--- src/rtl/cop_pkg.sv ---
`default_nettype none
package cop_pkg;
  localparam int LINES          = 2;
  localparam int CELLS_PER_LINE = 16;
  localparam int GLYPH_COLS     = 5;
  localparam int GLYPH_ROWS     = 8;
  localparam int DUTY_COMMONS   = 16;

  localparam logic [6:0] LINE1_BASE = 7'h00;
  localparam logic [6:0] LINE2_BASE = 7'h40;
  localparam logic [6:0] LINE1_LAST = 7'h0F;
  localparam logic [6:0] LINE2_LAST = 7'h4F;

  // Bit positions inside the synchronised pin vector.
  localparam int SY_RESET = 0;
  localparam int SY_CS    = 1;
  localparam int SY_DC    = 2;
  localparam int SY_GPIO  = 3;
  localparam int SY_PROTO = 4;
  localparam int SY_SCAN  = 7;
  localparam int SY_SEG   = 8;
  localparam int SY_TABLE = 9;
  localparam int SY_SPLIT = 11;
  localparam int SY_W     = 13;

  // Protocol strap codes, written as {strap2, strap1, strap0}.
  localparam logic [2:0] STRAP_I2C   = 3'h2;
  localparam logic [2:0] STRAP_SPI   = 3'h0;
  localparam logic [2:0] STRAP_P4_68 = 3'h5;
  localparam logic [2:0] STRAP_P4_80 = 3'h7;
  localparam logic [2:0] STRAP_P8_68 = 3'h4;
  localparam logic [2:0] STRAP_P8_80 = 3'h6;

  typedef enum logic [2:0] {
    COP_PROTO_I2C   = 3'h0,
    COP_PROTO_SPI   = 3'h1,
    COP_PROTO_P4_68 = 3'h2,
    COP_PROTO_P4_80 = 3'h3,
    COP_PROTO_P8_68 = 3'h4,
    COP_PROTO_P8_80 = 3'h5,
    COP_PROTO_BAD   = 3'h7
  } cop_proto_t;

  // Glyph table codes follow {strap1, strap0} directly.
  typedef enum logic [1:0] {
    COP_TABLE_A    = 2'h0,
    COP_TABLE_B    = 2'h1,
    COP_TABLE_C    = 2'h2,
    COP_TABLE_SOFT = 2'h3
  } cop_table_t;
  localparam cop_table_t TABLE_SOFT_DEFAULT = COP_TABLE_A;

  // Split codes follow {strap1, strap0}.
  localparam logic [1:0] SPLIT_240_8 = 2'h0;
  localparam logic [1:0] SPLIT_248_8 = 2'h1;
  localparam logic [1:0] SPLIT_250_6 = 2'h2;
  localparam logic [1:0] SPLIT_256_0 = 2'h3;
  localparam logic [8:0] FIXED_240   = 9'h0F0;
  localparam logic [8:0] FIXED_248   = 9'h0F8;
  localparam logic [8:0] FIXED_250   = 9'h0FA;
  localparam logic [8:0] FIXED_256   = 9'h100;
  localparam logic [3:0] USER_8      = 4'h8;
  localparam logic [3:0] USER_6      = 4'h6;
  localparam logic [3:0] USER_0      = 4'h0;

  typedef enum logic [1:0] {
    COP_GPIO_OPEN   = 2'h0,
    COP_GPIO_INPUT  = 2'h1,
    COP_GPIO_OUTPUT = 2'h2,
    COP_GPIO_DCDC   = 2'h3
  } cop_gpio_t;

  typedef enum logic [1:0] {
    COP_ST_INIT = 2'h0,
    COP_ST_RUN  = 2'h1
  } cop_state_t;

  localparam logic DIR_RESET = 1'b0;
  localparam int   SCAN_DIV_DEFAULT = 16;
endpackage
`default_nettype wire

--- src/rtl/cop_sync_if.sv ---
`default_nettype none
interface cop_sync_if #(parameter int W = 1);
  logic [W-1:0] q;
  modport src (output q);
  modport dst (input q);
endinterface
`default_nettype wire

--- src/rtl/cop_sync.sv ---
`default_nettype none
module cop_sync #(
  parameter int W = 1
) (
  input  wire logic   mclk,
  input  wire logic   rst,
  input  wire logic [W-1:0] d,
  cop_sync_if.src     out
);
  logic [W-1:0] meta_reg;
  logic [W-1:0] q_reg;

  if (W < 1) begin
    $error("cop_sync width must be at least one");
  end

  // The first stage feeds only the second stage.
  always_ff @(posedge mclk or posedge rst) begin
    if (rst) begin
      meta_reg <= '0;
      q_reg    <= '0;
    end else begin
      meta_reg <= d;
      q_reg    <= meta_reg;
    end
  end

  assign out.q = q_reg;
endmodule
`default_nettype wire

--- src/rtl/cop_host_port.sv ---
`default_nettype none
module cop_host_port #(
  parameter int SCAN_DIV = cop_pkg::SCAN_DIV_DEFAULT
) (
  input  wire logic        mclk,
  input  wire logic        rst,
  input  wire logic        reset_n_in,
  input  wire logic        csPin_n,
  input  wire logic        dcPin,
  input  wire logic        proto_strap_0,
  input  wire logic        proto_strap_1,
  input  wire logic        proto_strap_2,
  input  wire logic        common_scan_dir_strap,
  input  wire logic        segment_map_dir_strap,
  input  wire logic        glyph_table_strap_0,
  input  wire logic        glyph_table_strap_1,
  input  wire logic        glyph_split_strap_0,
  input  wire logic        glyph_split_strap_1,
  input  wire logic        cmdScanWe,
  input  wire logic        cmdScanDir,
  input  wire logic        cmdSegWe,
  input  wire logic        cmdSegDir,
  input  wire logic        cmdTableWe,
  input  wire logic [1:0]  cmdTable,
  input  wire logic        cmdSplitWe,
  input  wire logic [1:0]  cmdSplit,
  input  wire logic [1:0]  gpioMode,
  input  wire logic        gpioOutValue,
  input  wire logic        dcdcEnable,
  input  wire logic        gpioPinIn,
  input  wire logic        cellLine,
  input  wire logic [3:0]  cellPos,
  output logic             gpioPinOut_reg,
  output logic             gpioPinOe_reg,
  output logic             gpioIn_reg,
  output logic             initBusy_reg,
  output logic [2:0]       proto_reg,
  output logic             protoBad_reg,
  output logic             accessEnable_reg,
  output logic             isData_reg,
  output logic             i2cAddrSel_reg,
  output logic [1:0]       glyphTable_reg,
  output logic [8:0]       fixedGlyphCount_reg,
  output logic [3:0]       userGlyphCount_reg,
  output logic             scanDir_reg,
  output logic             segDir_reg,
  output logic [3:0]       commonIndex_reg,
  output logic [6:0]       ddramAddr_reg
);
  localparam int DW = $clog2(SCAN_DIV + 1);

  if (SCAN_DIV < 1) begin
    $error("SCAN_DIV must be at least one");
  end
  if (cop_pkg::DUTY_COMMONS != 16) begin
    $error("common index is four bits wide");
  end

  cop_sync_if #(.W(cop_pkg::SY_W)) syn ();
  logic [cop_pkg::SY_W-1:0] pinsRaw;
  assign pinsRaw = {glyph_split_strap_1, glyph_split_strap_0,
                    glyph_table_strap_1, glyph_table_strap_0,
                    segment_map_dir_strap, common_scan_dir_strap,
                    proto_strap_2, proto_strap_1, proto_strap_0,
                    gpioPinIn, dcPin, csPin_n, reset_n_in};

  cop_sync #(.W(cop_pkg::SY_W)) u_sync (
    .mclk (mclk),
    .rst  (rst),
    .d    (pinsRaw),
    .out  (syn)
  );

  logic resetPin_n;
  logic csSync_n;
  logic dcSync;
  logic [2:0] protoStrap;
  logic [1:0] tableStrap;
  logic [1:0] splitStrap;
  assign resetPin_n = syn.q[cop_pkg::SY_RESET];
  assign csSync_n   = syn.q[cop_pkg::SY_CS];
  assign dcSync     = syn.q[cop_pkg::SY_DC];
  assign protoStrap = syn.q[cop_pkg::SY_PROTO +: 3];
  assign tableStrap = syn.q[cop_pkg::SY_TABLE +: 2];
  assign splitStrap = syn.q[cop_pkg::SY_SPLIT +: 2];

  cop_pkg::cop_state_t state_reg;
  logic running;
  assign running = (state_reg == cop_pkg::COP_ST_RUN) && resetPin_n;

  always_ff @(posedge mclk or posedge rst) begin
    if (rst) begin
      state_reg <= cop_pkg::COP_ST_INIT;
    end else begin
      case (state_reg)
        cop_pkg::COP_ST_INIT: if (resetPin_n) state_reg <= cop_pkg::COP_ST_RUN;
        cop_pkg::COP_ST_RUN:  if (!resetPin_n) state_reg <= cop_pkg::COP_ST_INIT;
        default:              state_reg <= cop_pkg::COP_ST_INIT;
      endcase
    end
  end

  always_ff @(posedge mclk or posedge rst) begin
    if (rst) initBusy_reg <= 1'b1;
    else initBusy_reg <= !running;
  end

  // Straps are only sampled during initialisation, so a pin that moves later
  // cannot disturb a running configuration.
  always_ff @(posedge mclk or posedge rst) begin
    if (rst) begin
      proto_reg    <= cop_pkg::COP_PROTO_SPI;
      protoBad_reg <= 1'b0;
    end else if (state_reg == cop_pkg::COP_ST_INIT) begin
      protoBad_reg <= 1'b0;
      case (protoStrap)
        cop_pkg::STRAP_I2C:   proto_reg <= cop_pkg::COP_PROTO_I2C;
        cop_pkg::STRAP_SPI:   proto_reg <= cop_pkg::COP_PROTO_SPI;
        cop_pkg::STRAP_P4_68: proto_reg <= cop_pkg::COP_PROTO_P4_68;
        cop_pkg::STRAP_P4_80: proto_reg <= cop_pkg::COP_PROTO_P4_80;
        cop_pkg::STRAP_P8_68: proto_reg <= cop_pkg::COP_PROTO_P8_68;
        cop_pkg::STRAP_P8_80: proto_reg <= cop_pkg::COP_PROTO_P8_80;
        default: begin
          proto_reg    <= cop_pkg::COP_PROTO_BAD;
          protoBad_reg <= 1'b1;
        end
      endcase
    end
  end

  always_ff @(posedge mclk or posedge rst) begin
    if (rst) begin
      glyphTable_reg <= cop_pkg::TABLE_SOFT_DEFAULT;
    end else if (state_reg == cop_pkg::COP_ST_INIT) begin
      if (tableStrap == cop_pkg::COP_TABLE_SOFT) glyphTable_reg <= cop_pkg::TABLE_SOFT_DEFAULT;
      else glyphTable_reg <= tableStrap;
    end else if (cmdTableWe && running) begin
      glyphTable_reg <= cmdTable;
    end
  end

  logic [1:0] splitNext;
  always_comb begin
    splitNext = splitStrap;
    if (state_reg != cop_pkg::COP_ST_INIT) splitNext = cmdSplit;
  end

  always_ff @(posedge mclk or posedge rst) begin
    if (rst) begin
      fixedGlyphCount_reg <= cop_pkg::FIXED_240;
      userGlyphCount_reg  <= cop_pkg::USER_8;
    end else if (state_reg == cop_pkg::COP_ST_INIT || (cmdSplitWe && running)) begin
      case (splitNext)
        cop_pkg::SPLIT_240_8: begin
          fixedGlyphCount_reg <= cop_pkg::FIXED_240;
          userGlyphCount_reg  <= cop_pkg::USER_8;
        end
        cop_pkg::SPLIT_248_8: begin
          fixedGlyphCount_reg <= cop_pkg::FIXED_248;
          userGlyphCount_reg  <= cop_pkg::USER_8;
        end
        cop_pkg::SPLIT_250_6: begin
          fixedGlyphCount_reg <= cop_pkg::FIXED_250;
          userGlyphCount_reg  <= cop_pkg::USER_6;
        end
        default: begin
          fixedGlyphCount_reg <= cop_pkg::FIXED_256;
          userGlyphCount_reg  <= cop_pkg::USER_0;
        end
      endcase
    end
  end

  always_ff @(posedge mclk or posedge rst) begin
    if (rst) begin
      scanDir_reg <= cop_pkg::DIR_RESET;
      segDir_reg  <= cop_pkg::DIR_RESET;
    end else if (state_reg == cop_pkg::COP_ST_INIT) begin
      scanDir_reg <= syn.q[cop_pkg::SY_SCAN];
      segDir_reg  <= syn.q[cop_pkg::SY_SEG];
    end else if (running) begin
      if (cmdScanWe) scanDir_reg <= cmdScanDir;
      if (cmdSegWe) segDir_reg <= cmdSegDir;
    end
  end

  logic [DW-1:0] scanCount_reg;
  logic          scanTick;
  assign scanTick = (scanCount_reg == DW'(SCAN_DIV - 1));

  always_ff @(posedge mclk or posedge rst) begin
    if (rst) scanCount_reg <= '0;
    else if (!running || scanTick) scanCount_reg <= '0;
    else scanCount_reg <= scanCount_reg + DW'(1);
  end

  // Four bits wrap naturally through the sixteen commons of the duty cycle.
  always_ff @(posedge mclk or posedge rst) begin
    if (rst) commonIndex_reg <= 4'h0;
    else if (!running) commonIndex_reg <= 4'h0;
    else if (scanTick && scanDir_reg) commonIndex_reg <= commonIndex_reg - 4'h1;
    else if (scanTick) commonIndex_reg <= commonIndex_reg + 4'h1;
  end

  always_ff @(posedge mclk or posedge rst) begin
    if (rst) ddramAddr_reg <= cop_pkg::LINE1_BASE;
    else if (cellLine) ddramAddr_reg <= cop_pkg::LINE2_BASE | {3'h0, cellPos};
    else ddramAddr_reg <= cop_pkg::LINE1_BASE | {3'h0, cellPos};
  end

  logic isI2c;
  assign isI2c = (proto_reg == cop_pkg::COP_PROTO_I2C);

  always_ff @(posedge mclk or posedge rst) begin
    if (rst) begin
      accessEnable_reg <= 1'b0;
      isData_reg       <= 1'b0;
      i2cAddrSel_reg   <= 1'b0;
    end else begin
      accessEnable_reg <= running && !csSync_n && !protoBad_reg;
      isData_reg       <= running && !isI2c && dcSync;
      i2cAddrSel_reg   <= isI2c && dcSync;
    end
  end

  // An open pin is never driven, so a floating board net cannot fight us.
  always_ff @(posedge mclk or posedge rst) begin
    if (rst) begin
      gpioPinOut_reg <= 1'b0;
      gpioPinOe_reg  <= 1'b0;
      gpioIn_reg     <= 1'b0;
    end else begin
      gpioIn_reg     <= (gpioMode == cop_pkg::COP_GPIO_INPUT) && syn.q[cop_pkg::SY_GPIO];
      gpioPinOe_reg  <= running && (gpioMode == cop_pkg::COP_GPIO_OUTPUT ||
                                    gpioMode == cop_pkg::COP_GPIO_DCDC);
      gpioPinOut_reg <= (gpioMode == cop_pkg::COP_GPIO_DCDC) ? dcdcEnable : gpioOutValue;
    end
  end
endmodule
`default_nettype wire

--- config.mk ---
export PLATFORM = sky130hd
export DESIGN_NAME = cop_host_port
export DESIGN_NICKNAME = d
export VERILOG_FILES = /design/src/rtl/cop_pkg.sv /design/src/rtl/cop_sync_if.sv /design/src/rtl/cop_sync.sv /design/src/rtl/cop_host_port.sv
export SDC_FILE = /design/constraint.sdc
export NUM_CORES = 1
export LEC_CHECK = 0
export ABC_AREA = 1
export BUFFER_PORTS_ARGS = -buffer_cell sky130_fd_sc_hd__buf_2
export CAP_MARGIN = 20
export CORE_UTILIZATION = 50
export CTS_CLUSTER_SIZE = 12
export DETAILED_ROUTE_END_ITERATION = 7
export PLACE_DENSITY = 0.83
export SYNTH_ARGS = -nofsm -noshare
export SYNTH_HDL_FRONTEND = slang
export SYNTH_HIERARCHICAL = 1
export SYNTH_SLANG_ARGS = --single-unit
--- constraint.sdc ---
create_clock -name mclk -period 2.6 [get_ports mclk]
set_clock_uncertainty 0.05 [all_clocks]
set_input_delay 0.26 -clock mclk [delete_from_list [all_inputs] [get_ports mclk]]
set_output_delay 0.26 -clock mclk [all_outputs]
set_load 0.005 [all_outputs]
; Yosys cells after proc, flatten, opt, wreduce, memory -nomap -nowiden
; Cells that the tools add are included.
[totals]
register_bits = 72
latch_bits = 0
mem_bits_rw = 0
mem_bits_ro = 0
in_bits = 34
word_cells = 94
memories = 0
[op_classes]
n_addsub = 3
n_mul = 0
n_div = 0
order_cmp = 0
n_eq_ne = 16
shift = 0
mux = 23
bitwise_logic = 0
reduce_logical = 32
[ops]
columns = operator, n
row1 = $pmux 9 s3, 1
row2 = $pmux 3 s6, 1
row3 = $eq 3x3->1 const B, 4
row4 = $mux 2, 6
row5 = $mux 4, 3
row6 = $logic_and 1x1->1, 11
row7 = $reduce_bool 2->1, 5
row8 = $eq 2x2->1 const B, 4
row9 = $mux 1, 8
row10 = $pmux 4 s2, 1
row11 = $mux 7, 1
row12 = $eq 2x1->1 const B, 3
row13 = $logic_not 3->1, 2
row14 = $reduce_and 2->1, 3
row15 = $reduce_or 6->1, 1
row16 = $add 5x1->5 const B, 1
row17 = $eq 5x4->1 const B, 1
row18 = $mux 5, 1
row19 = $add 4x1->4 const B, 1
row20 = $logic_not 1->1, 4
row21 = $logic_not 2->1, 2
row22 = $pmux 2 s2, 1
row23 = $sub 4x1->4 const B, 1
row24 = $eq 3x2->1 const B, 1
row25 = 5 further kinds, 7

; Depth between registers and ports, before layout
[depth]
ltp_word = 5
mapped_depth = 14
mapped_depth_nobuf = 14

; Cells and area by module
; The synthesis kept the hierarchy.
[modules_own_cells]
columns = module, n_inst, cells_each, area_each_um2
row1 = cop_host_port, 1, 178, 1661.6
row2 = cop_sync, 1, 27, 654.4

; Worst setup path before layout
; No wires, ideal clock.
[synth_timing]
path_kind = flip-flop to flip-flop
startpoint = reg scanCount_reg[0]
endpoint = reg commonIndex_reg[3]
setup_ns = 0.117
t_arrival_ns = 1.760
t_required_ns = 2.433
path_slack_ns = 0.673
stages_incl_launch_ff = 14
n_path_buf = 0
period_less_slack_ns = 1.927
path_cell_list = dfrtp_1 > ha_1 > nand2_1 > nor2_1 > ha_1 > nand2_2 > inv_1 > ha_1 > inv_1 > nor2_1 > nor2_1 > nand3_1 > nand3_1 > nand2_1
[synth_via]
elab_chain_len = 4
word_cells_on_any_way = 5
cone_classes = 2 x eq/ne / 2 x mux / 1 x reduce/logical
[synth_rtl]
columns = item, line
row1 = from (decl), cop_host_port.sv:187  ; logic [DW-1:0] scanCount_reg;
row2 = from (signal assigned), cop_host_port.sv:194  ; else scanCount_reg <= scanCount_reg + DW'(1);
row3 = $eq 5x4->1 *, cop_host_port.sv:189  ; assign scanTick = (scanCount_reg == DW'(SCAN_DIV - 1));
row4 = $logic_and 1x1->1, cop_host_port.sv:201  ; else if (scanTick && scanDir_reg) commonIndex_reg <= commonIndex_reg - 4'h1;
row5 = $mux 4, cop_host_port.sv:201
row6 = $mux 4, cop_host_port.sv:200  ; else if (!running) commonIndex_reg <= 4'h0;
row7 = to (signal assigned), cop_host_port.sv:201
row8 = to (signal assigned), cop_host_port.sv:202  ; else if (scanTick) commonIndex_reg <= commonIndex_reg + 4'h1;
row9 = to (decl), cop_host_port.sv:47  ; output logic [3:0] commonIndex_reg,
; Mark *: on every way between the ends. The rest lies on a longest branch, timed or not.
; A chain may end at the register's enable or synchronous reset.

; Worst setup path after layout
; Same ends and word-level chain as after synthesis.

==> reports/qor.txt <==
Starting Density: 0.525
Post-route cell area: 3050 um^2
CP endpoint kind: flip-flop
Sequential-to-total area share from yosys stat: 0.661
CTS resizes: 0
Final cell count without fillers: 353
Clock period minus worst slack: 2.09 ns
Main flop type after synthesis: dfrtp_1
Post-synth ARST share: 1.00
Core Rows: 24
DP Worst Slack: 0.520 ns
WL/cell: 12.0 um
Critical-path top delay cell: dfrtp_1
Top post-synthesis cells by area: dfrtp_1 62%, nand2_1 6.5%, dfstp_2 4.5%
Synth Cell Area: 2320 um^2
Core Region: 4410 um^2
Remaining global-route overflow: 0
Worst vdd ir: 0.000543 V
Post-synth EDFFs: 0
TritonCTS clock tree: done
Met1 Wirelength: 1.59 mm
Initial DRC Count: 59
Drc violations: 0
WL met3: 169 um
Area Overhead vs Synth: 31.7%
Crit path DAT: 2.27 ns
Routed via count: 1,702
Yosys cell types: 29
Pwr dens: 895 nW/um^2
Clk slew on worst S/H paths: 0.07 ns
Critical Path Source: scanCount_reg[0]
Clk buf depth: 2
Dpl cells: 318
Vias in the first global route: 1,724
Num CTS Buffers: 9
Root Buffer: clkbuf_8
Antenna violations before repair: 0
Critical Path Source Type: flip-flop
Filler Cell Count: 319
Fmax: 480 MHz
Tcrit/Tclk final: 0.802
Mapped Cells: 205
Syn Area/Cell: 11.3 um^2
N_diodes: 0
Area leader, netlist: dfrtp_1
Slew Limit Fails: 0
Vias per cell: 4.82
Slowest stage delay, CP: 0.41 ns
CP required: 2.78 ns
Largest net degree at the start of global routing: 36
Outcome: completed
IO Port Bufs: 67
Die X: 70.1 um
CP Max Fanout: 5
WL final: 4.22 mm
Hold Path Class: input port to flip-flop
Gp weighted congestion: 0.805
Least-Margin Pin Slew: 0.889 ns
Layout net count: 338
Unrepaired setup endpoints after global routing: no
I/O pin count: 73
Leakage Power: 1.62 nW
First-pass GRT wire length: 7.16 mm
Synth warn: 6
Max-cap violations: 0
Die H: 70.1 um
Fin Setup TNS: 0 ns
#FFs+latches synth: 61
Top Metal Used: met4
Reg2reg start: scanCount_reg[0]
DP Area: 2650 um^2
Endpoints failing hold: 0
Buf/Inv on CP: 1
Die Area: 4910 um^2
Final worst slack: 0.515 ns
Share of layout cells above drive strength 1: 0.322
Antenna Nets Post-Route: 0
Max H-tree Level: 3
Kind of critical path: flip-flop to flip-flop
Setup Viol. Count Final: 0
Top delay family on crit path: adder cells
Length of the first detailed-routing pass in iterations: 6
WL met2: 2.32 mm
Post-DP HPWL: 2.85 mm
Clk Latency, worst-skew pair: 0.34 ns
Most used cell, CP: nand2_1
Worst path cell trace: ha_1 -> nand2_1 -> nor2_1 -> ha_1 -> nand2_2 -> inv_1 -> ha_1 -> nand2_1 -> nand3b_1 -> nand2_1 -> nand2_1 -> nand3_1 -> nand2_1
Min-Delay Startpoint: gpioMode[1]
Num Clock Sinks: 61
Top cell type's share of synthesized area: 0.616
Slew HR: 0.406
All-layer global routing usage: 0.199
-- through the flow --
step	util	hold slack (ns)	power, mW
floorplan	-	0.241	1.67
global placement	0.600	0.282	1.83
detailed placement	0.600	0.285	1.87
CTS	0.691	0.0623	2.76
global route	0.691	0.0628	2.91
finish	0.691	0.0772	2.73
-- cell usage after synthesis, types with 2 or more instances --
master,number
dfrtp_1,57
nand2_1,40
inv_1,23
nor2_1,13
buf_4,10
ha_1,8
nand3_1,7
o21ai_0,7
o21ai_1,6
a21oi_1,4
dfstp_2,4
a31oi_1,3
nor3_1,3
buf_6,2
inv_2,2
nand2_2,2
o31ai_1,2
-- repair_timing --
item | CTS | global route
setup buffers | 0 | 0
endpoints found under the hold margin | 49 | 0
hold buffers | 19 | 0
-- cells by family (layout without fill, tap and decap cells) --
logic type                 after synthesis  after routing  synth area share
xor gates and xnor gates                 2              2           0.00756
buffers and inverters                   38            130            0.0864
AOI/OAI and AO/OA                       23             23            0.0583
and+or+nand+nor                         70             70             0.131
DFF                                     61             61             0.661
adders and majority gates                8              8            0.0432
other                                    1              5           0.00162
muxes                                    2              2            0.0108
-- power breakdown --
group | switching, mW | total (mW) | internal (mW) | leakage (nW)
combinational | 0.350 | 0.638 | 0.288 | 0.769
sequential | 0.105 | 1.23 | 1.13 | 0.743
clock | 0.341 | 0.860 | 0.519 | 0.106
-- path summary, 6_finish.rpt --
check,to,slack [ns],depth (start not counted)
worst min register to register,u_sync/out.q[0],0.30,0
max in group asynchronous,u_sync/out.q[0],1.32,3
worst max register to register,commonIndex_reg[3],0.51,13
worst max-delay path,commonIndex_reg[3],0.51,13
min in group asynchronous,fixedGlyphCount_reg[8],0.52,4
worst min-delay path,gpioIn_reg,0.08,2
-- final cells by class --
type / count / area (um^2) / area share
multi-input cells: 110 / 599 / 0.196
clock inverters: 3 / 42.5 / 0.0139
clock buffers: 13 / 169 / 0.0554
flip-flops and latches: 61 / 1530 / 0.502
repair buffers: 88 / 541 / 0.177
well taps: 52 / 65.1 / 0.0213
inverters: 26 / 103 / 0.0336
-- placed cells by master, fill, tap and decap left out --
| cell | n |
|---|---|
| conb_1 | 5 |
| a21oi_1 | 4 |
| nor2_4 | 1 |
| o21ai_1 | 6 |
| dfstp_2 | 4 |
| nand3_2 | 1 |
| nor2_1 | 13 |
| dlygate4sd3_1 | 19 |
| nor4_1 | 1 |
| a31oi_1 | 3 |
| xor2_1 | 1 |
| nand2_2 | 2 |
| bufinv_16 | 1 |
| clkinv_2 | 1 |
| nand3_1 | 7 |
| clkinvlp_4 | 1 |
| nand2_1 | 40 |
| a21oi_4 | 1 |
| clkbuf_8 | 12 |
| o31ai_1 | 2 |
| buf_4 | 2 |
| ha_1 | 8 |
| o21ai_0 | 7 |
| inv_2 | 2 |
| or2_1 | 1 |
| inv_6 | 1 |
| dfrtp_1 | 57 |
| mux2i_1 | 1 |
| clkbuf_1 | 1 |
| nor3_1 | 3 |
| nand3b_1 | 1 |
| mux2_4 | 1 |
| buf_2 | 67 |
| inv_1 | 23 |
| xnor2_1 | 1 |
-- layer usage --
layer / GRT usage / up-vias
met3: 0.0664 / 15
met4: 0.142 / 0
met5: 0 / -
li1: - / 821
met2: 0.345 / 45
met1: 0.197 / 821
(Power assumes the default switching activity.)
